## config.mk

```make
export PLATFORM = sky130hd
export DESIGN_NAME = swm_slave
export DESIGN_NICKNAME = d
export VERILOG_FILES = /design/src/rtl/swm_pkg.sv /design/src/rtl/swm_slave.sv
export SDC_FILE = /design/constraint.sdc
export NUM_CORES = 1
export LEC_CHECK = 0
export BUFFER_PORTS_ARGS = -buffer_cell sky130_fd_sc_hd__buf_4
export CAP_MARGIN = 40
export CORE_MARGIN = 3
export CORE_UTILIZATION = 38
export CTS_BUF_LIST = sky130_fd_sc_hd__clkbuf_4 sky130_fd_sc_hd__clkbuf_8
export DETAILED_ROUTE_END_ITERATION = 10
export GPL_TIMING_DRIVEN = 0
export HOLD_SLACK_MARGIN = 0.08
export PLACE_DENSITY = 0.55
export SETUP_SLACK_MARGIN = 0.5
export SYNTH_ARGS = -nofsm -noshare
export SYNTH_HDL_FRONTEND = slang
export SYNTH_SLANG_ARGS = --single-unit
```

## constraint.sdc

```tcl
create_clock -name CLK_SYS -period 6.6 [get_ports CLK_SYS]
set_input_delay 1.32 -clock CLK_SYS [delete_from_list [all_inputs] [get_ports CLK_SYS]]
set_output_delay 1.32 -clock CLK_SYS [all_outputs]
set_load 0.1 [all_outputs]
```

## src/rtl/swm_pkg.sv

```systemverilog
package swm_pkg;

  // ==========================================================================
  // Line timing
  // ==========================================================================
  localparam int CLK_MHZ          = 100;
  localparam int RESET_MIN_US     = 480;
  localparam int PRES_WAIT_US     = 30;
  localparam int PRES_LOW_US      = 120;
  localparam int WR_SAMPLE_US     = 30;
  localparam int RD_HOLD_US       = 45;
  localparam int RESET_MIN_CYC    = RESET_MIN_US * CLK_MHZ;
  localparam int PRES_WAIT_CYC    = PRES_WAIT_US * CLK_MHZ;
  localparam int PRES_LOW_CYC     = PRES_LOW_US * CLK_MHZ;
  localparam int WR_SAMPLE_CYC    = WR_SAMPLE_US * CLK_MHZ;
  localparam int RD_HOLD_CYC      = RD_HOLD_US * CLK_MHZ;
  localparam int TCONV_MS         = 10;
  localparam int VCONV_MS         = 4;
  localparam int TCONV_CYC        = TCONV_MS * 1000 * CLK_MHZ;
  localparam int VCONV_CYC        = VCONV_MS * 1000 * CLK_MHZ;
  localparam int CNT_W            = 20;

  // ==========================================================================
  // Command codes
  // ==========================================================================
  localparam logic [7:0] CMD_SKIP    = 8'hCC;
  localparam logic [7:0] CMD_CONV_T  = 8'h44;
  localparam logic [7:0] CMD_CONV_V  = 8'hB4;
  localparam logic [7:0] CMD_RECALL  = 8'hB8;
  localparam logic [7:0] CMD_READ_SP = 8'hBE;
  localparam logic [7:0] FILL_ONES   = 8'hFF;

  // ==========================================================================
  // Scratchpad layout
  // ==========================================================================
  localparam int SP_BYTES     = 8;
  localparam int SP_CRC_IDX   = 8;
  localparam int ICA_OFS      = 4;
  localparam int CHG_OFS      = 4;
  localparam int DIS_OFS      = 6;
  localparam logic [2:0] PG_MEAS  = 3'h0;
  localparam logic [2:0] PG_ICA   = 3'h1;
  localparam logic [2:0] PG_ACCUM = 3'h7;

  typedef enum logic [2:0] {
    SWM_ROM, SWM_FUNC, SWM_PAGE, SWM_POLL, SWM_READ, SWM_IDLE
  } swm_phase_t;

endpackage

```

## src/rtl/swm_slave.sv

```systemverilog
// Overview of operation
// - Every exchange starts with reset then presence before commands count.
// - Device waits 15 to 60 us after reset rising edge.
// - Device presence pulse holds line low 60 to 240 us.
// - Master starts every slot; device only drives presence unprompted.
// - ROM command (skip) then function command precede any data.
// - Device samples line once 15 to 60 us after fall.
// - Device drives read bit within 15 us of slot start.
// - Temperature conversion command then read slots poll completion.
// - Voltage conversion command then read slots poll completion.
// - Recall loads stored page into scratchpad before reading.
// - Page zero read returns eight data bytes then CRC byte.
// - Page one holds integrating current accumulator at byte 04h.
// - Page seven holds charge at 04h-05h, discharge at 06h-07h.
// - Poll read slots return 0 while busy, 1 when done.
// - Temperature conversion completes within 10 ms.
`timescale 1ns/10ps
module swm_slave (
  input  wire logic        CLK_SYS,
  input  wire logic        RESET_N,
  input  wire logic        DQ_IN,
  output logic             DQ_OUT,
  output logic             DQ_OE_N,
  input  wire logic [15:0] TEMP_VALUE,
  input  wire logic [15:0] VOLT_VALUE,
  input  wire logic [15:0] CURR_VALUE,
  input  wire logic [7:0]  INTEGRATING_CURRENT_ACCUMULATOR,
  input  wire logic [15:0] CHARGE_TOTAL_ACCUMULATOR,
  input  wire logic [15:0] DISCHARGE_TOTAL_ACCUMULATOR,
  output logic             TEMP_BUSY,
  output logic             VOLT_BUSY
);
  localparam int CNT_W = swm_pkg::CNT_W;
  // ==========================================================================
  // Line synchronizer and edges
  // ==========================================================================
  logic dq_s1_r, dq_s2_r, dq_d_r;
  logic fall, rise;

  always_ff @(posedge CLK_SYS or negedge RESET_N) begin
    if (!RESET_N) begin
      dq_s1_r <= 1'b1;
      dq_s2_r <= 1'b1;
      dq_d_r  <= 1'b1;
    end else begin
      dq_s1_r <= DQ_IN;
      dq_s2_r <= dq_s1_r;
      dq_d_r  <= dq_s2_r;
    end
  end

  assign fall = dq_d_r & ~dq_s2_r;
  assign rise = ~dq_d_r & dq_s2_r;

  // ==========================================================================
  // Low-time counter: detects reset pulses
  // ==========================================================================
  logic [CNT_W-1:0] low_cnt_r;
  logic             long_low;

  always_ff @(posedge CLK_SYS or negedge RESET_N) begin
    if (!RESET_N) begin
      low_cnt_r <= '0;
    end else if (dq_s2_r) begin
      low_cnt_r <= '0;
    end else if (low_cnt_r != CNT_W'(swm_pkg::RESET_MIN_CYC)) begin
      low_cnt_r <= low_cnt_r + 1'b1;
    end
  end

  assign long_low = !dq_s2_r
                  && (low_cnt_r == CNT_W'(swm_pkg::RESET_MIN_CYC));

  // ==========================================================================
  // Slot engine
  // ==========================================================================
  typedef enum logic [2:0] {
    SL_WAIT_RST, SL_PRES_WAIT, SL_PRES_LOW, SL_READY, SL_SLOT
  } swm_slot_t;

  swm_slot_t        slot_r;
  logic [CNT_W-1:0] tcnt_r;
  logic             bit_drive_r;
  logic             tx_bit;
  logic             bit_done;
  logic             rx_bit;
  logic             pres_end;
  logic             rst_seen_r;

  always_ff @(posedge CLK_SYS or negedge RESET_N) begin
    if (!RESET_N) begin
      slot_r      <= SL_WAIT_RST;
      tcnt_r      <= '0;
      bit_drive_r <= 1'b0;
    end else if (long_low) begin
      slot_r      <= SL_WAIT_RST;
      tcnt_r      <= '0;
      bit_drive_r <= 1'b0;
    end else begin
      unique case (slot_r)
        SL_WAIT_RST: begin
          tcnt_r <= '0;
          if (rise && rst_seen_r) begin
            slot_r <= SL_PRES_WAIT;
          end
        end
        SL_PRES_WAIT: begin
          tcnt_r <= tcnt_r + 1'b1;
          if (tcnt_r == CNT_W'(swm_pkg::PRES_WAIT_CYC - 1)) begin
            slot_r <= SL_PRES_LOW;
            tcnt_r <= '0;
          end
        end
        SL_PRES_LOW: begin
          tcnt_r <= tcnt_r + 1'b1;
          if (tcnt_r == CNT_W'(swm_pkg::PRES_LOW_CYC - 1)) begin
            slot_r <= SL_READY;
            tcnt_r <= '0;
          end
        end
        SL_READY: begin
          tcnt_r <= '0;
          if (fall) begin
            slot_r      <= SL_SLOT;
            bit_drive_r <= ~tx_bit;
          end
        end
        SL_SLOT: begin
          tcnt_r <= tcnt_r + 1'b1;
          if (tcnt_r == CNT_W'(swm_pkg::RD_HOLD_CYC - 1)) begin
            slot_r      <= SL_READY;
            bit_drive_r <= 1'b0;
          end
        end
        default: slot_r <= SL_WAIT_RST;
      endcase
    end
  end

  // A finished reset low moves the engine to the presence wait.
  always_ff @(posedge CLK_SYS or negedge RESET_N) begin
    if (!RESET_N) begin
      rst_seen_r <= 1'b0;
    end else if (long_low) begin
      rst_seen_r <= 1'b1;
    end else if (rise) begin
      rst_seen_r <= 1'b0;
    end
  end

  assign pres_end = (slot_r == SL_PRES_LOW)
                  && (tcnt_r == CNT_W'(swm_pkg::PRES_LOW_CYC - 1));
  assign bit_done = (slot_r == SL_SLOT)
                  && (tcnt_r == CNT_W'(swm_pkg::WR_SAMPLE_CYC - 1));
  assign rx_bit   = dq_s2_r;

  // ==========================================================================
  // Transaction sequencer
  // ==========================================================================
  swm_pkg::swm_phase_t phase_r;
  logic [7:0]          sh_r;
  logic [2:0]          bcnt_r;
  logic [7:0]          cmd_r;
  logic [3:0]          byte_idx_r;
  logic [7:0]          crc_r;
  logic                poll_t_r;
  logic [7:0]          sp_r [swm_pkg::SP_BYTES];
  logic [7:0]          cur_byte;
  logic                byte_in;
  logic [7:0]          nxt_byte;
  logic [7:0]          crc_nxt;

  assign byte_in  = bit_done && (bcnt_r == 3'h7);
  assign nxt_byte = {rx_bit, sh_r[7:1]};
  assign cur_byte = (byte_idx_r < 4'(swm_pkg::SP_BYTES)) ?
                    sp_r[byte_idx_r[2:0]] :
                    (byte_idx_r == 4'(swm_pkg::SP_CRC_IDX)) ? crc_r :
                    swm_pkg::FILL_ONES;

  always_comb begin
    tx_bit = 1'b1;
    if (phase_r == swm_pkg::SWM_READ) begin
      tx_bit = cur_byte[bcnt_r];
    end else if (phase_r == swm_pkg::SWM_POLL) begin
      tx_bit = poll_t_r ? ~TEMP_BUSY : ~VOLT_BUSY;
    end
  end

  // Reflected CRC8 over each sent scratchpad data bit, polynomial x8+x5+x4+1.
  always_comb begin
    crc_nxt = {1'b0, crc_r[7:1]};
    if (crc_r[0] ^ tx_bit) begin
      crc_nxt = crc_nxt ^ 8'h8C;
    end
  end

  always_ff @(posedge CLK_SYS or negedge RESET_N) begin
    if (!RESET_N) begin
      phase_r    <= swm_pkg::SWM_IDLE;
      sh_r       <= '0;
      bcnt_r     <= '0;
      cmd_r      <= '0;
      byte_idx_r <= '0;
      crc_r      <= '0;
    end else if (pres_end) begin
      phase_r    <= swm_pkg::SWM_ROM;
      bcnt_r     <= '0;
      byte_idx_r <= '0;
      crc_r      <= '0;
    end else if (bit_done) begin
      bcnt_r <= bcnt_r + 1'b1;
      sh_r   <= nxt_byte;
      unique case (phase_r)
        swm_pkg::SWM_ROM: if (byte_in) begin
          phase_r <= (nxt_byte == swm_pkg::CMD_SKIP) ?
                     swm_pkg::SWM_FUNC : swm_pkg::SWM_IDLE;
        end
        swm_pkg::SWM_FUNC: if (byte_in) begin
          cmd_r <= nxt_byte;
          if (nxt_byte == swm_pkg::CMD_CONV_T
              || nxt_byte == swm_pkg::CMD_CONV_V) begin
            phase_r <= swm_pkg::SWM_POLL;
          end else if (nxt_byte == swm_pkg::CMD_RECALL
                       || nxt_byte == swm_pkg::CMD_READ_SP) begin
            phase_r <= swm_pkg::SWM_PAGE;
          end else begin
            phase_r <= swm_pkg::SWM_IDLE;
          end
        end
        swm_pkg::SWM_PAGE: if (byte_in) begin
          phase_r <= (cmd_r == swm_pkg::CMD_READ_SP) ?
                     swm_pkg::SWM_READ : swm_pkg::SWM_IDLE;
        end
        swm_pkg::SWM_READ: begin
          if (byte_idx_r < 4'(swm_pkg::SP_BYTES)) begin
            crc_r <= crc_nxt;
          end
          if (bcnt_r == 3'h7 && byte_idx_r != 4'hF) begin
            byte_idx_r <= byte_idx_r + 1'b1;
          end
        end
        default: ;
      endcase
    end
  end

  // Recall loads the selected stored page into the scratchpad.
  logic recall_go;
  assign recall_go = byte_in && phase_r == swm_pkg::SWM_PAGE
                   && cmd_r == swm_pkg::CMD_RECALL;

  always_ff @(posedge CLK_SYS or negedge RESET_N) begin
    if (!RESET_N) begin
      for (int i = 0; i < swm_pkg::SP_BYTES; i++) begin
        sp_r[i] <= swm_pkg::FILL_ONES;
      end
    end else if (recall_go) begin
      for (int i = 0; i < swm_pkg::SP_BYTES; i++) begin
        sp_r[i] <= swm_pkg::FILL_ONES;
      end
      unique case (nxt_byte[2:0])
        swm_pkg::PG_MEAS: begin
          sp_r[1] <= TEMP_VALUE[7:0];
          sp_r[2] <= TEMP_VALUE[15:8];
          sp_r[3] <= VOLT_VALUE[7:0];
          sp_r[4] <= VOLT_VALUE[15:8];
          sp_r[5] <= CURR_VALUE[7:0];
          sp_r[6] <= CURR_VALUE[15:8];
        end
        swm_pkg::PG_ICA: begin
          sp_r[swm_pkg::ICA_OFS] <= INTEGRATING_CURRENT_ACCUMULATOR;
        end
        swm_pkg::PG_ACCUM: begin
          sp_r[swm_pkg::CHG_OFS]     <= CHARGE_TOTAL_ACCUMULATOR[7:0];
          sp_r[swm_pkg::CHG_OFS + 1] <= CHARGE_TOTAL_ACCUMULATOR[15:8];
          sp_r[swm_pkg::DIS_OFS]     <= DISCHARGE_TOTAL_ACCUMULATOR[7:0];
          sp_r[swm_pkg::DIS_OFS + 1] <= DISCHARGE_TOTAL_ACCUMULATOR[15:8];
        end
        default: ;
      endcase
    end
  end

  // ==========================================================================
  // Conversion timers
  // ==========================================================================
  logic [23:0] conv_cnt_r;
  logic        conv_start;

  assign conv_start = byte_in && phase_r == swm_pkg::SWM_FUNC
                    && (nxt_byte == swm_pkg::CMD_CONV_T
                        || nxt_byte == swm_pkg::CMD_CONV_V);

  always_ff @(posedge CLK_SYS or negedge RESET_N) begin
    if (!RESET_N) begin
      conv_cnt_r <= '0;
      TEMP_BUSY  <= 1'b0;
      VOLT_BUSY  <= 1'b0;
      poll_t_r   <= 1'b0;
    end else if (conv_start) begin
      poll_t_r   <= (nxt_byte == swm_pkg::CMD_CONV_T);
      TEMP_BUSY  <= (nxt_byte == swm_pkg::CMD_CONV_T);
      VOLT_BUSY  <= (nxt_byte == swm_pkg::CMD_CONV_V);
      conv_cnt_r <= (nxt_byte == swm_pkg::CMD_CONV_T) ?
                    24'(swm_pkg::TCONV_CYC - 1) :
                    24'(swm_pkg::VCONV_CYC - 1);
    end else if (conv_cnt_r != '0) begin
      conv_cnt_r <= conv_cnt_r - 1'b1;
    end else begin
      TEMP_BUSY <= 1'b0;
      VOLT_BUSY <= 1'b0;
    end
  end

  // ==========================================================================
  // Open-drain pin drive
  // ==========================================================================
  always_ff @(posedge CLK_SYS or negedge RESET_N) begin
    if (!RESET_N) begin
      DQ_OUT  <= 1'b0;
      DQ_OE_N <= 1'b1;
    end else begin
      DQ_OUT  <= 1'b0;
      DQ_OE_N <= ~((slot_r == SL_PRES_LOW)
                 || (slot_r == SL_SLOT && bit_drive_r));
    end
  end

endmodule

```

# After elaboration in Yosys (flattened, before gate mapping)
# Index checks and enable logic that the tools add are counted.
[totals] inputBits=91 wordCells=177 register_bits=166
[op_classes] n_mux=60 order_cmp=3 n_eq_ne=34 n_bitwise=12 n_reduce_logical=37 addsub=5
[op_table] cell="$mux 20" count=6
[op_table] cell="$mux 8" count=10
[op_table] cell="$pmux 20 s4" count=1
[op_table] cell="$mux 24" count=3
[op_table] cell="$eq 8x8->1 const B" count=6
[op_table] cell="$mux 3" count=16
[op_table] cell="$add 20x1->20 const B" count=2
[op_table] cell="$pmux 16 s2" count=1
[op_table] cell="$bmux 8 s3" count=1
[op_table] cell="$ne 3x3->1 const B" count=8
[op_table] cell="$pmux 8 s3" count=1
[op_table] cell="$reduce_bool 24->1" count=1
[op_table] cell="$sub 24x1->24 const B" count=1
[op_table] cell="$eq 20x12->1 const B" count=1
[op_table] cell="$eq 20x13->1 const B" count=1
[op_table] cell="$eq 20x14->1 const B" count=1
[op_table] cell="$eq 20x16->1 const B" count=1
[op_table] cell="$ne 20x16->1 const B" count=1
[op_table] cell="$mux 4" count=4
[op_table] cell="$pmux 3 s5" count=1
[op_table] cell="$reduce_bool 2->1" count=7
[op_table] cell="$mux 1" count=13
[op_table] cell="$eq 3x2->1 const B" count=4
[op_table] cell="$eq 3x3->1 const B" count=4
[op_table] cell="other kinds (30)" count=56

# Depth between registers and ports, before layout
# Gate-level depths: netlist of run 1.
[depth] ltp_word=14 depth_mapped=12

# Least setup slack after synthesis of run 1
# No wires, ideal clock.
[synth_path] path_type="register to register" start="register tcnt_r[0]" end="register sp_r[37] (netlist name)" slack_ps=4045 t_arrival_ps=2476 setup_time_ps=79 path_stages_with_launch=11 t_required_ps=6521 path_cell_list="dfrtp_1 ha_1 nor4bb_1 nand4_1 nor3_1 nand2_1 or4_1 clkbuf_1 clkbuf_1 nand2_1 nand2_1"
[synth_via] elab_chain_cells=5
[synth_lines] item="start, declared" line_no="swm_slave.sv:82" rtl="logic [CNT_W-1:0] tcnt_r;"
[synth_lines] item="start signal, assigned" line_no="swm_slave.sv:108" rtl="tcnt_r <= tcnt_r + 1'b1;"
[synth_lines] item="start signal, assigned" line_no="swm_slave.sv:115" rtl="tcnt_r <= tcnt_r + 1'b1;"
[synth_lines] item="start signal, assigned" line_no="swm_slave.sv:129" rtl="tcnt_r <= tcnt_r + 1'b1;"
[synth_lines] item="$eq 20x12->1" line_no="swm_slave.sv:154" rtl="&& (tcnt_r == CNT_W'(swm_pkg::WR_SAMPLE_CYC - 1));"
[synth_lines] item="$logic_and 1x1->1" line_no="swm_slave.sv:154"
[synth_lines] item="$logic_and 1x1->1" line_no="swm_slave.sv:173" rtl="assign byte_in = bit_done && (bcnt_r == 3'h7);"
[synth_lines] item="$logic_and 1x1->1" line_no="swm_slave.sv:249" rtl="assign recall_go = byte_in && phase_r == swm_pkg::SWM_PAGE"
[synth_lines] item="$logic_and 1x1->1" line_no="swm_slave.sv:250" rtl="&& cmd_r == swm_pkg::CMD_RECALL;"
[synth_lines] item="end signal, assigned by index" line_no="swm_slave.sv:255" rtl="sp_r[i] <= swm_pkg::FILL_ONES;"
[synth_lines] item="end signal, assigned by index" line_no="swm_slave.sv:259" rtl="sp_r[i] <= swm_pkg::FILL_ONES;"
[synth_lines] item="end signal, assigned by index" line_no="swm_slave.sv:274" rtl="sp_r[swm_pkg::CHG_OFS] <= CHARGE_TOTAL_ACCUMULATOR[7:0];"
[synth_lines] item="end, declared" line_no="swm_slave.sv:167" rtl="logic [7:0] sp_r [swm_pkg::SP_BYTES];"
# No other way between the ends.
# A chain may end at the register's enable or synchronous reset.

# Worst setup path in the final report of run 1
[layout_path] start="register tcnt_r[0]" end="register sp_r[51] (netlist name)"
# Same word-level chain as after synthesis.

==> summary.md, run 1 <==
| Metric | Value |
|---|---|
| Layout area overhead | `17.3%` |
| Num CTS Buffers | `17` |
| DRT Pass-1 Iters | `5` |
| Synthesized flop and latch total | `between 150 and 200` |
| Hold WC Path Type | `flop to flop` |
| Row count | `54` |
| Yosys top cell by area | `dfrtp_1` |
| Placer Congestion | `a little under 0.8` |
| RSZ-0062 raised after global routing | `false` |
| Clock skew | `about 24 ps` |
| # clock sinks | `165` |
| Crit path max-delay cell type | `nor4_4` |
| Resized cells post-CTS | `0` |
| Final period demand of the worst path | `about 3400 ps` |
| Post-synthesis sequential area ratio | `0.488` |
| Vias per inst | `between 5 and 6` |
| Final Hold Fails | `0` |
| Warnings from Yosys | `0` |
| ANT cells | `0` |
| TNS Setup | `0 ps` |
| CP Launch Type | `flop` |
| Slew margin rel. | `0.405` |
| Leak | `roughly 4.5 nW` |
| Reg clk slew, reported paths | `90 ps` |
| Largest fanout on the critical path | `10` |
| Grt ovf | `0` |
| Post-CTS Setup Inserts | `0` |
| Top area cells in the synthesized netlist | `dfrtp_1 30%, dfstp_2 19%, nand2_1 7.3%` |
| CTS tree | `done` |
| Crit-path cells | `ha_1 > nor4bb_1 > nand4_1 > nor3_1 > nand2_1 > nor4_4 > clkbuf_1 > o21ai_0 > nand2_1` |
| Die Ht | `between 150 and 200 um` |
| Filler cell count | `around 2,200` |
| CP max stage delay | `580 ps` |
| GRT Total Usage | `0.177` |
| Worst Slack Setup Final | `3220 ps` |
| Clock Latency Late Sink | `470 ps` |
| Distinct cells, synth | `66` |
| Arrival time worst endpoint | `around 3800 ps` |
| Vias | `approximately 6,800` |
| # nets final | `~1,100` |
| Share of layout cells above drive strength 1 | `0.224` |
| Core area | `0.0221 mm^2` |
| Max Fclk | `296 MHz` |
| Root Buffer | `clkbuf_8` |
| Mapped Area | `~0.0086 mm^2` |
| Peak supply drop | `about 0.00012 V` |
| Die area | `0.0245 mm^2` |
| Synth Net Count | `roughly 1,000` |
| Commonest cells after routing, fill and taps aside | `168 x nand2_1, 103 x dfrtp_1, 94 x buf_4, 93 x nor2_1, 62 x dfstp_2` |
| Post-synth EDFFs | `0` |
| # DRC | `0` |
| Top cell by count, worst path | `nand2_1` |
| Final number of setup-violating endpoints | `0` |
| WS Path Type | `flop to flop` |
| First-pass GRT wire length | `roughly 35 mm` |
| Mean Syn Cell Area | `approximately 9.5 um^2` |
| Yosys top cell area share | `0.299` |
| IO Pins | `95` |
| Outcome | `completed` |
| IO buf count | `93` |
| Final Max Slew Viols | `0` |
| Asr flop ratio synth | `1.00` |
| Most common cell after layout, fill and taps aside | `nand2_1` |
| Fin crit share | `0.513` |
| Worst slew pin tran | `between 800 and 900 ps` |
| Pre-CTS setup slack | `3230 ps` |
| Initial Util | `0.390` |
| Total of max-cap violations | `0` |
| WL final | `20.9 mm` |
| Routed Antenna Nets | `0` |
| CP required | `~7000 ps` |
| Die W | `around 160 um` |
| CP Capture Type | `flop` |
| Synthesized instance count | `between 900 and 1,000` |
| Vias in the first global route | `approximately 7,000` |
| WL per Instance | `15.9 um` |
| Largest net degree at the start of global routing | `117` |
| Ys flop type | `dfrtp_1` |
| Pwr Density | `~180 mW/mm^2` |
| Initial antenna violation count | `0` |
| Post-cts hold buffer count | `0` |
| Iteration-0 DRC count of the detailed router | `about 340` |
| Clk buf depth | `2` |
| Hpwl dp | `between 15 and 20 mm` |
| H-tree Lvls | `4` |
-- logic make-up (layout without fill, tap and decap cells) --
group           count (synthesis)  after routing  synth area share
flops                         165            165             0.488
simple gates                  398            398             0.219
xor+xnor                       55             55            0.0567
mux                            36             36            0.0587
compound gates                178            178             0.133
fa+ha+maj                      10             10            0.0145
other cells                     1              1          0.000435
buf+inv                        63            190            0.0296
-- through the flow --
step / cells / cell area, um^2 / hold WS (ps) / utilization / total power, mW
finish: 1313 / 10100 / 359 / 0.458 / 1.86
global route: 1313 / 10100 / 368 / 0.458 / 1.94
CTS: 1313 / 10100 / 361 / 0.458 / 1.89
detailed placement: 1281 / 9720 / 350 / 0.440 / 1.12
global placement: 1279 / 9680 / 352 / 0.438 / 1.12
floorplan: 906 / 8630 / 345 / - / 1.05
-- worst paths after layout --
kind | cells past startpoint | slack [ps] | endpoint | start
max | 9 | 3220 | sp_r[51]$_DFFE_PN1P_ | tcnt_r[0]$_DFFE_PN0P_
min | 0 | 360 | dq_s2_r$_DFF_PN1_ | dq_s1_r$_DFF_PN1_
max reg2reg | 9 | 3220 | sp_r[51]$_DFFE_PN1P_ | tcnt_r[0]$_DFFE_PN0P_
min reg2reg | 0 | 360 | dq_s2_r$_DFF_PN1_ | dq_s1_r$_DFF_PN1_
max in group asynchronous | 2 | 4940 | byte_idx_r[2]$_DFFE_PN0P_ | RESET_N
min in group asynchronous | 1 | 750 | tcnt_r[6]$_DFFE_PN0P_ | RESET_N
-- synthesized netlist by cell type (7+ instances only) --
cell type and count:
xor2_1 32, and3_1 9, dfstp_2 62, mux2i_1 9, o21ai_0 60, nor2_1 93
xnor2_1 22, a21o_1 8, inv_1 16, a22oi_1 16, o31ai_1 8, clkbuf_1 40
a31oi_1 17, nand2_1 168, nand4_1 12, dfrtp_1 103, nor3_1 16, mux2_2 18
a211oi_1 7, nand3_1 25, ha_1 10, or3_1 12, a21oi_1 19, nor3b_1 10
o22ai_1 8
-- worst max-delay path: cells and delay by family (launching register included) --
| family | cells | cell delay, ps |
|---|---|---|
| and+or+nand+nor | 6 | 1920 |
| adders and majority gates | 1 | 240 |
| AOI/OAI and AO/OA | 1 | 240 |
| DFF | 1 | 440 |
| buffers and inverters | 1 | 480 |
-- metal layers --
layer	track usage	vias up	routed length, um
met2	0.280	133	9570
met1	0.252	3268	10300
met4	0.0400	0	150
met5	0	-	0
li1	-	3418	-
met3	0.0379	11	852
-- report_power, final --
group / switching (mW) / internal [mW]
Sequential: 0.00229 / 1.02
Clock: 0.410 / 0.351
Combinational: 0.0387 / 0.0438
-- state kept, by name (all words and copies together), names as in the netlist --
| name | cells |
|---|---|
| DQ_OE_N | 1 |
| TEMP_BUSY | 1 |
| VOLT_BUSY | 1 |
| bcnt_r | 3 |
| bit_drive_r | 1 |
| byte_idx_r | 4 |
| cmd_r | 8 |
| conv_cnt_r | 24 |
| crc_r | 8 |
| dq_d_r | 1 |
| dq_s1_r | 1 |
| dq_s2_r | 1 |
| low_cnt_r | 20 |
| phase_r | 3 |
| poll_t_r | 1 |
| rst_seen_r | 1 |
| sh_r | 7 |
| slot_r | 3 |
| sp_r | 56 |
| tcnt_r | 20 |
-- final cells by class --
class	instances	area [um^2]	area share
Multi-Input combinational cell	678	4170	0.412
Clock inverter	14	164	0.0162
Tap cell	280	350	0.0346
Inverter	16	60.1	0.00593
Sequential cell	165	4210	0.416
Timing Repair Buffer	95	738	0.0729
Clock buffer	18	241	0.0239
Buffer	47	195	0.0193
No activity file was read; power rests on OpenSTA's default activity.
==> inputs of run 2 (changes only) <==
--- a/config.mk
+++ b/config.mk
@@ -5,6 +5,7 @@
 export SDC_FILE = /design/constraint.sdc
 export NUM_CORES = 1
 export LEC_CHECK = 0
+export ABC_AREA = 1
 export BUFFER_PORTS_ARGS = -buffer_cell sky130_fd_sc_hd__buf_4
 export CAP_MARGIN = 40
 export CORE_MARGIN = 3
@@ -13,7 +14,7 @@
 export DETAILED_ROUTE_END_ITERATION = 10
 export GPL_TIMING_DRIVEN = 0
 export HOLD_SLACK_MARGIN = 0.08
-export PLACE_DENSITY = 0.55
+export PLACE_DENSITY = 0.54
 export SETUP_SLACK_MARGIN = 0.5
 export SYNTH_ARGS = -nofsm -noshare
 export SYNTH_HDL_FRONTEND = slang
==> constraint.sdc (replaced) <==
create_clock -name CLK_SYS -period 3.2 [get_ports CLK_SYS]
set_input_delay 0.64 -clock CLK_SYS [delete_from_list [all_inputs] [get_ports CLK_SYS]]
set_output_delay 0.64 -clock CLK_SYS [all_outputs]
set_load 0.1 [all_outputs]
==> run 2 against run 1 <==
Compared with the run above:
- global-route usage rose by 1.2 points
- fmax rose by 37%
- synthesized cell count rose by 42%
- count of clock-buffer cells in the layout fell by 1
- combinational power rose by 110%
- register-to-register slack got worse by 2500 ps
- worst hold slack got worse by 290 ps
- largest cell class is now multi-input combinational cells
- die area rose by 11%
- sequential cell count did not move
- critical endpoint is now tcnt_r[13]$_DFFE_PN0P_
- worst setup slack got worse by 2500 ps
- core utilization fell by 0.35 points
==> summary.md, run 2 <==
| Metric | Value |
|---|---|
| Outcome | `completed` |
| Reg2Reg Setup Slack | `740 ps` |
| Yosys top cell area share | `0.269` |
| Ys flop type | `dfrtp_1` |
| Post-CTS Setup Inserts | `0` |
| Final Hold Fails | `0` |
| TNS Setup | `0 ps` |
| IO buf count | `93` |
| Warnings from Yosys | `0` |
| Post-cts hold buffer count | `0` |
| WL final | `about 25 mm` |
| Biggest registers after layout | `sp_r x56, conv_cnt_r x24` |
| Share of layout cells above drive strength 1 | `0.164` |
| Count leader, synth | `nand2_1` |
| Max Fclk | `406 MHz` |
| Combinational power share | `0.045` |
| Fin util | `0.455` |
| Reg clk slew, reported paths | `110 ps` |
| Slew margin rel. | `0.385` |
| Int Power | `between 2 and 3 mW` |
| Synthesized instance count | `roughly 1,300` |
| Clk buf depth | `2` |
| Synthesized flop and latch total | `roughly 170` |
| # nets final | `~1,500` |
| Vias in the first global route | `around 8,400` |
| ANT cells | `0` |
| Crit Reg-Reg Startpoint | `low_cnt_r[0]$_DFFE_PN0P_` |
| # clock sinks | `165` |
| Die Ht | `roughly 160 um` |
| Adder-cell share of the synthesized area | `0.0130` |
| Sw Pwr | `between 1 and 1.5 mW` |
| Most common cell after layout, fill and taps aside | `nand2_1` |
| Worst slew pin tran | `around 900 ps` |
| Post-DP Area | `~0.011 mm^2` |
| Max reg flops | `56` |
| Largest net degree at the start of global routing | `about 110` |
| Post-synthesis sequential area ratio | `0.439` |
| Post-synth EDFFs | `0` |
| Hpwl dp | `between 15 and 20 mm` |
| Hold WC Path Type | `input port to asynchronous set/reset pin` |
| Grt ovf | `0` |
| Placer Congestion | `roughly 0.87` |
| Yosys top cell by area | `dfrtp_1` |
| Sequential power share | `0.541` |
| Num CTS Buffers | `17` |
| Commonest cells after routing, fill and taps aside | `296 x nand2_1, 209 x inv_1, 140 x nand3_1, 114 x nor2_1, 103 x dfrtp_1` |
| Fin crit share | `0.770` |
| # DRC | `0` |
| Vias | `approximately 8,600` |
| Row count | `57` |
| Top cells by count, synth | `296 x nand2_1, 210 x inv_1, 140 x nand3_1, 115 x nor2_1, 103 x dfrtp_1` |
| H-tree Lvls | `4` |
| R2R cell count | `11` |
| Layout area overhead | `16.3%` |
| CP Capture Type | `flop` |
| CTS tree | `done` |
| Clock Latency Late Sink | `between 400 and 500 ps` |
| Simple-gate area share of the yosys netlist | `0.296` |
| Final Max Slew Viols | `0` |
| Synth Net Count | `~1,400` |
| Core area | `about 0.025 mm^2` |
| Total chip power | `~3.9 mW` |
| Mapped Area | `around 0.0096 mm^2` |
| Clock skew | `slightly above 20 ps` |
| Die W | `around 160 um` |
| GRT Total Usage | `0.189` |
| Synth Area in XOR/XNOR | `0.0174` |
| Sw frac | `0.264` |
| Largest family of logic cells by synthesized area | `simple AND/OR/NAND/NOR gates` |
| Die area | `0.0272 mm^2` |
| Arrival time worst endpoint | `2790 ps` |
| CP required | `3530 ps` |
| Peak supply drop | `0.000208 V` |
| Iteration-0 DRC count of the detailed router | `511` |
| DRT Pass-1 Iters | `5` |
| WS Path Type | `flop to flop` |
| Pwr Density | `about 350 mW/mm^2` |
| Top reg by flops | `sp_r` |
| Final number of setup-violating endpoints | `0` |
| Routed Antenna Nets | `0` |
| IO Pins | `95` |
| Distinct cells, synth | `50` |
| Initial Util | `0.391` |
| First-pass GRT wire length | `roughly 42 mm` |
| Final period demand of the worst path | `2460 ps` |
| WL per Instance | `about 14 um` |
| Final Cell Area | `0.0112 mm^2` |
| CP Launch Type | `flop` |
| Compound-Gate Fraction of Synth Area | `0.114` |
| Hold Slack | `approximately 73 ps` |
| Leak | `5.74 nW` |
| Mux share of post-synthesis cell area | `0.0146` |
| Mean Syn Cell Area | `approximately 7.4 um^2` |
| Asr flop ratio synth | `1.00` |
| Largest fanout on the critical path | `10` |
| Initial antenna violation count | `0` |
| Reg2Reg Capture Point | `tcnt_r[13]$_DFFE_PN0P_` |
| Top area cells in the synthesized netlist | `dfrtp_1 27%, dfstp_2 17%, nand2_1 12%` |
| RSZ-0062 raised after global routing | `false` |
| Vias per inst | `between 4 and 5` |
| Total of max-cap violations | `0` |
| Root Buffer | `clkbuf_8` |
| Clk network pwr share | `0.414` |
==> run 2: cell types whose count changed after synthesis, sizes merged, moves of 14 or more <==
cell,before,now
a21oi,19,35
a22oi,16,1
a31oi,17,2
clkbuf,40,25
inv,16,215
mux2,18,0
nand2,168,299
nand3,25,142
nand4,12,30
nor2,94,119
nor3,18,32
o31ai,8,36
xnor2,22,2
xor2,33,17
==> run 2: repair_timing <==
item / CTS / global route
resized for setup: 0 / 7
endpoints found under the hold margin: 0 / 0
setup endpoints to repair: 0 / 6
==> run 2: cell type report <==
class,count,area [um^2]
Clock buffer,17,234
Timing Repair Buffer,94,733
Inverter,218,818
Fill cell,2571,13400
Multi-Input combinational cell,865,4370
Sequential cell,165,4210
Tap cell,324,405
Clock inverter,15,188
Buffer,41,201
==> run 2: power by group through the flow <==
stage / clock network, mW / registers, mW / logic, mW
after floorplan: 0 / 2.14 / 0.0362
after global placement: 0 / 2.14 / 0.174
after detailed placement: 0 / 2.14 / 0.180
after CTS: 1.65 / 2.10 / 0.180
after global routing: 1.74 / 2.10 / 0.197
final: 1.60 / 2.10 / 0.174
==> run 2: worst max-delay path by stage <==
stage,depth (start not counted),slack [ps],endpoint,start
after floorplan,16,1160,crc_r[2]$_DFFE_PN0P_,byte_idx_r[1]$_DFFE_PN0P_
after global placement,1,460,byte_idx_r[2]$_DFFE_PN0P_,RESET_N
after detailed placement,16,620,crc_r[3]$_DFFE_PN0P_,byte_idx_r[1]$_DFFE_PN0P_
after CTS,16,600,crc_r[3]$_DFFE_PN0P_,byte_idx_r[1]$_DFFE_PN0P_
after global routing,16,500,crc_r[2]$_DFFE_PN0P_,byte_idx_r[0]$_DFFE_PN0P_
final,11,740,tcnt_r[13]$_DFFE_PN0P_,low_cnt_r[0]$_DFFE_PN0P_
==> run 2: logic make-up (layout without fill, tap and decap cells) <==
kind of cell             after synthesis  after routing
AO/OA/AOI/OAI                        179            179
XOR/XNOR                              19             19
adder cells (fa/ha/maj)               10             10
buffers and inverters                259            385
flip-flops                           165            165
multiplexers                          14             14
other                                  1              1
AND/OR/NAND/NOR                      642            642
==> run 2: worst max-delay path: stages, from the launching register on <==
cell and delay [ps]:
dfrtp_1 420, inv_1 120, ha_1 180, nand4_1 110, nor3_1 260, nand2_2 210
nand2_2 130, buf_4 170, inv_1 150, nor2_1 210, buf_2 280, a211oi_1 80
==> run 2: through the flow <==
stage          worst slack [ps]  instances
3_3_place_gp                459       1706
2_1_floorplan              1160       1289
3_5_place_dp                623       1707
6_report                    737       1739
4_1_cts                     598       1739
5_1_grt                     496       1739
==> run 2: layer usage <==
| layer | part of all wire | wire [um] | global-route usage | up-vias |
|---|---|---|---|---|
| li1 | - | - | - | 4432 |
| met1 | 0.49 | 12200 | 0.269 | 3956 |
| met2 | 0.45 | 11200 | 0.299 | 151 |
| met3 | 0.039 | 966 | 0.0354 | 25 |
| met4 | 0.013 | 323 | 0.0442 | 0 |
| met5 | 0 | 0 | 0 | - |
==> inputs of run 3 (changes only) <==
--- a/config.mk
+++ b/config.mk
@@ -14,7 +14,7 @@
 export DETAILED_ROUTE_END_ITERATION = 10
 export GPL_TIMING_DRIVEN = 0
 export HOLD_SLACK_MARGIN = 0.08
-export PLACE_DENSITY = 0.54
+export PLACE_DENSITY = 0.56
 export SETUP_SLACK_MARGIN = 0.5
 export SYNTH_ARGS = -nofsm -noshare
 export SYNTH_HDL_FRONTEND = slang
==> constraint.sdc (replaced) <==
create_clock -name CLK_SYS -period 2.2 [get_ports CLK_SYS]
set_input_delay 0.44 -clock CLK_SYS [delete_from_list [all_inputs] [get_ports CLK_SYS]]
set_output_delay 0.44 -clock CLK_SYS [all_outputs]
set_load 0.1 [all_outputs]
==> run 3 against run 2 <==
Compared with the run above:
- highest routed layer unchanged
- largest power group unchanged
- routed wire length up 12%
- fmax up 14%
- global-route usage up 0.26 points
- cell count up 4.7%
- worst hold slack better by 110 ps
- first-iteration DRC count up 6.8%
- power up 42%
- combinational power up 62%
- register-to-register slack worse by 700 ps
- sequential power up 45%
==> summary.md, run 3 (synthesized netlist as in run 2, its figures left out) <==
| Metric | Value |
|---|---|
| CP Launch Type | `flop` |
| Die W | `165 um` |
| Bufs and invs on worst path | `5` |
| Largest net degree at the start of global routing | `102` |
| Root Buffer | `clkbuf_8` |
| Peak supply drop | `~0.00033 V` |
| Outcome | `completed` |
| Initial Util | `0.391` |
| Max reg flops | `56` |
| WL met3 | `1.15 mm` |
| Vias per inst | `5.06` |
| Share of layout cells above drive strength 1 | `0.380` |
| Slew margin rel. | `0.562` |
| Top sig layer | `met4` |
| Iteration-0 DRC count of the detailed router | `546` |
| Row count | `57` |
| CTS tree | `done` |
| WS Path Type | `flop to flop` |
| IO Pins | `95` |
| CP max stage delay | `between 400 and 500 ps` |
| Reg clk slew, reported paths | `100 ps` |
| Final Hold Fails | `0` |
| Met2 Wirelength | `about 13 mm` |
| Biggest registers after layout | `sp_r x56, conv_cnt_r x24` |
| Most common cell after layout, fill and taps aside | `nand2_1` |
| Leak | `6.51 nW` |
| Total chip power | `5.50 mW` |
| TNS Setup | `0 ps` |
| # nets final | `1,584` |
| First-pass GRT wire length | `approximately 42 mm` |
| Grt ovf | `0` |
| Final Max Slew Viols | `0` |
| Final period demand of the worst path | `~2200 ps` |
| IO buf count | `93` |
| H-tree Lvls | `4` |
| Arrival time worst endpoint | `approximately 2500 ps` |
| Routed Antenna Nets | `0` |
| Clock Latency Late Sink | `470 ps` |
| GRT Total Usage | `0.192` |
| WL final | `27.6 mm` |
| Clk buf depth | `2` |
| Vias in the first global route | `between 8,000 and 9,000` |
| # clock sinks | `roughly 170` |
| Vias | `slightly above 9,000` |
| Crit Reg-Reg Startpoint | `tcnt_r[17]$_DFFE_PN0P_` |
| Fin crit share | `0.983` |
| Max Fclk | `462 MHz` |
| Crit-path cells | `inv_2 > nand4_1 > buf_4 > nor3_2 > nand3_1 > nand2_1 > inv_2 > nor3_4 > nor3_4 > buf_12 > nor2_4 > clkbuf_16 > a211oi_2` |
| Die Ht | `~160 um` |
| Crit path max-delay cell type | `dfrtp_1` |
| Largest fanout on the critical path | `5` |
| Worst slew pin tran | `between 600 and 700 ps` |
| Initial antenna violation count | `0` |
| Crit path launch | `tcnt_r[17]$_DFFE_PN0P_` |
| Min-Delay Startpoint | `DISCHARGE_TOTAL_ACCUMULATOR[13]` |
| ANT cells | `0` |
| Delay-heaviest family, CP | `simple AND/OR/NAND/NOR gates` |
| WL met1 | `12.7 mm` |
| Pwr Density | `approximately 400 mW/mm^2` |
| Cell total after placement | `around 1,700` |
| CP Capture Type | `flop` |
| Layout area overhead | `40.5%` |
| DRT Pass-1 Iters | `5` |
| Placer Congestion | `around 0.85` |
| Top reg by flops | `sp_r` |
| Num CTS Buffers | `17` |
| # DRC | `0` |
| Final number of setup-violating endpoints | `0` |
| WL per Instance | `15.2 um` |
| Die area | `~0.027 mm^2` |
| Finished Layout Cells | `approximately 1,800` |
| Core area | `0.0245 mm^2` |
| RSZ-0062 raised after global routing | `true` |
| Clock skew | `approximately 20 ps` |
| CP required | `2550 ps` |
| Commonest cells after routing, fill and taps aside | `252 x nand2_1, 184 x inv_1, 144 x buf_4, 110 x nand3_1, 89 x dfrtp_1` |
| Total of max-cap violations | `0` |
| Hpwl dp | `about 18 mm` |
| Hold WC Path Type | `input port to flop` |
[run 3: timing repair]
| action | CTS | global route |
|---|---|---|
| gates resized for setup | 48 | 378 |
| endpoints found under the hold margin | 45 | 0 |
| buffers inserted | 28 | 46 |
| pin swaps | 10 | 54 |
| cloned | 0 | 5 |
| hold buffers | 2 | 0 |
| setup endpoints to repair | 147 | 151 |
[run 3: final timing paths]
path / to / slack, ps / cells after the start
setup reg to reg: tcnt_r[13]$_DFFE_PN0P_ / 40 / 13
hold reg to reg: dq_s2_r$_DFF_PN1_ / 360 / 0
setup / recovery: tcnt_r[13]$_DFFE_PN0P_ / 40 / 13
min in group asynchronous: tcnt_r[18]$_DFFE_PN0P_ / 490 / 2
hold / removal: sp_r[5]$_DFFE_PN1P_ / 180 / 3
max in group asynchronous: byte_idx_r[1]$_DFFE_PN0P_ / 820 / 3
[run 3: routing by layer]
metal / vias to the layer above / track usage
li1: 4593 / -
met1: 4388 / 0.278
met2: 195 / 0.296
met3: 33 / 0.0316
met4: 0 / 0.0511
met5: - / 0
[run 3: worst min-delay path, delay by kind of cell]
kind,cells,cell delay [ps]
buffers and inverters,2,120
AO/OA/AOI/OAI,1,60
[run 3: area by class of cell]
type                            instances  area (um^2)
Fill cell                            2304        11100
Multi-Input combinational cell        866         5700
Sequential cell                       165         4220
Timing Repair Buffer                  174         1500
Inverter                              218          860
Tap cell                              324          405
Buffer                                 41          404
Clock buffer                           20          256
Clock inverter                         12          121
[run 3: through the flow]
| stage | cell area (um^2) | worst slack [ps] | hold WS [ps] | util |
|---|---|---|---|---|
| global route | 13500 | -98.9 | 157 | 0.549 |
| detailed placement | 10900 | -208 | 351 | 0.446 |
| floorplan | 9800 | 359 | 144 | - |
| finish | 13500 | 37.8 | 178 | 0.549 |
| global placement | 10900 | -491 | 349 | 0.444 |
| CTS | 11700 | 60.2 | 151 | 0.476 |
[run 3: report_power, final]
part	total, mW	leakage [nW]	internal, mW	switching, mW
Combinational	0.282	4.27	0.140	0.142
Clock	2.17	0.181	0.949	1.22
Sequential	3.05	2.06	3.05	0.00758
Total	5.50	6.51	4.13	1.37
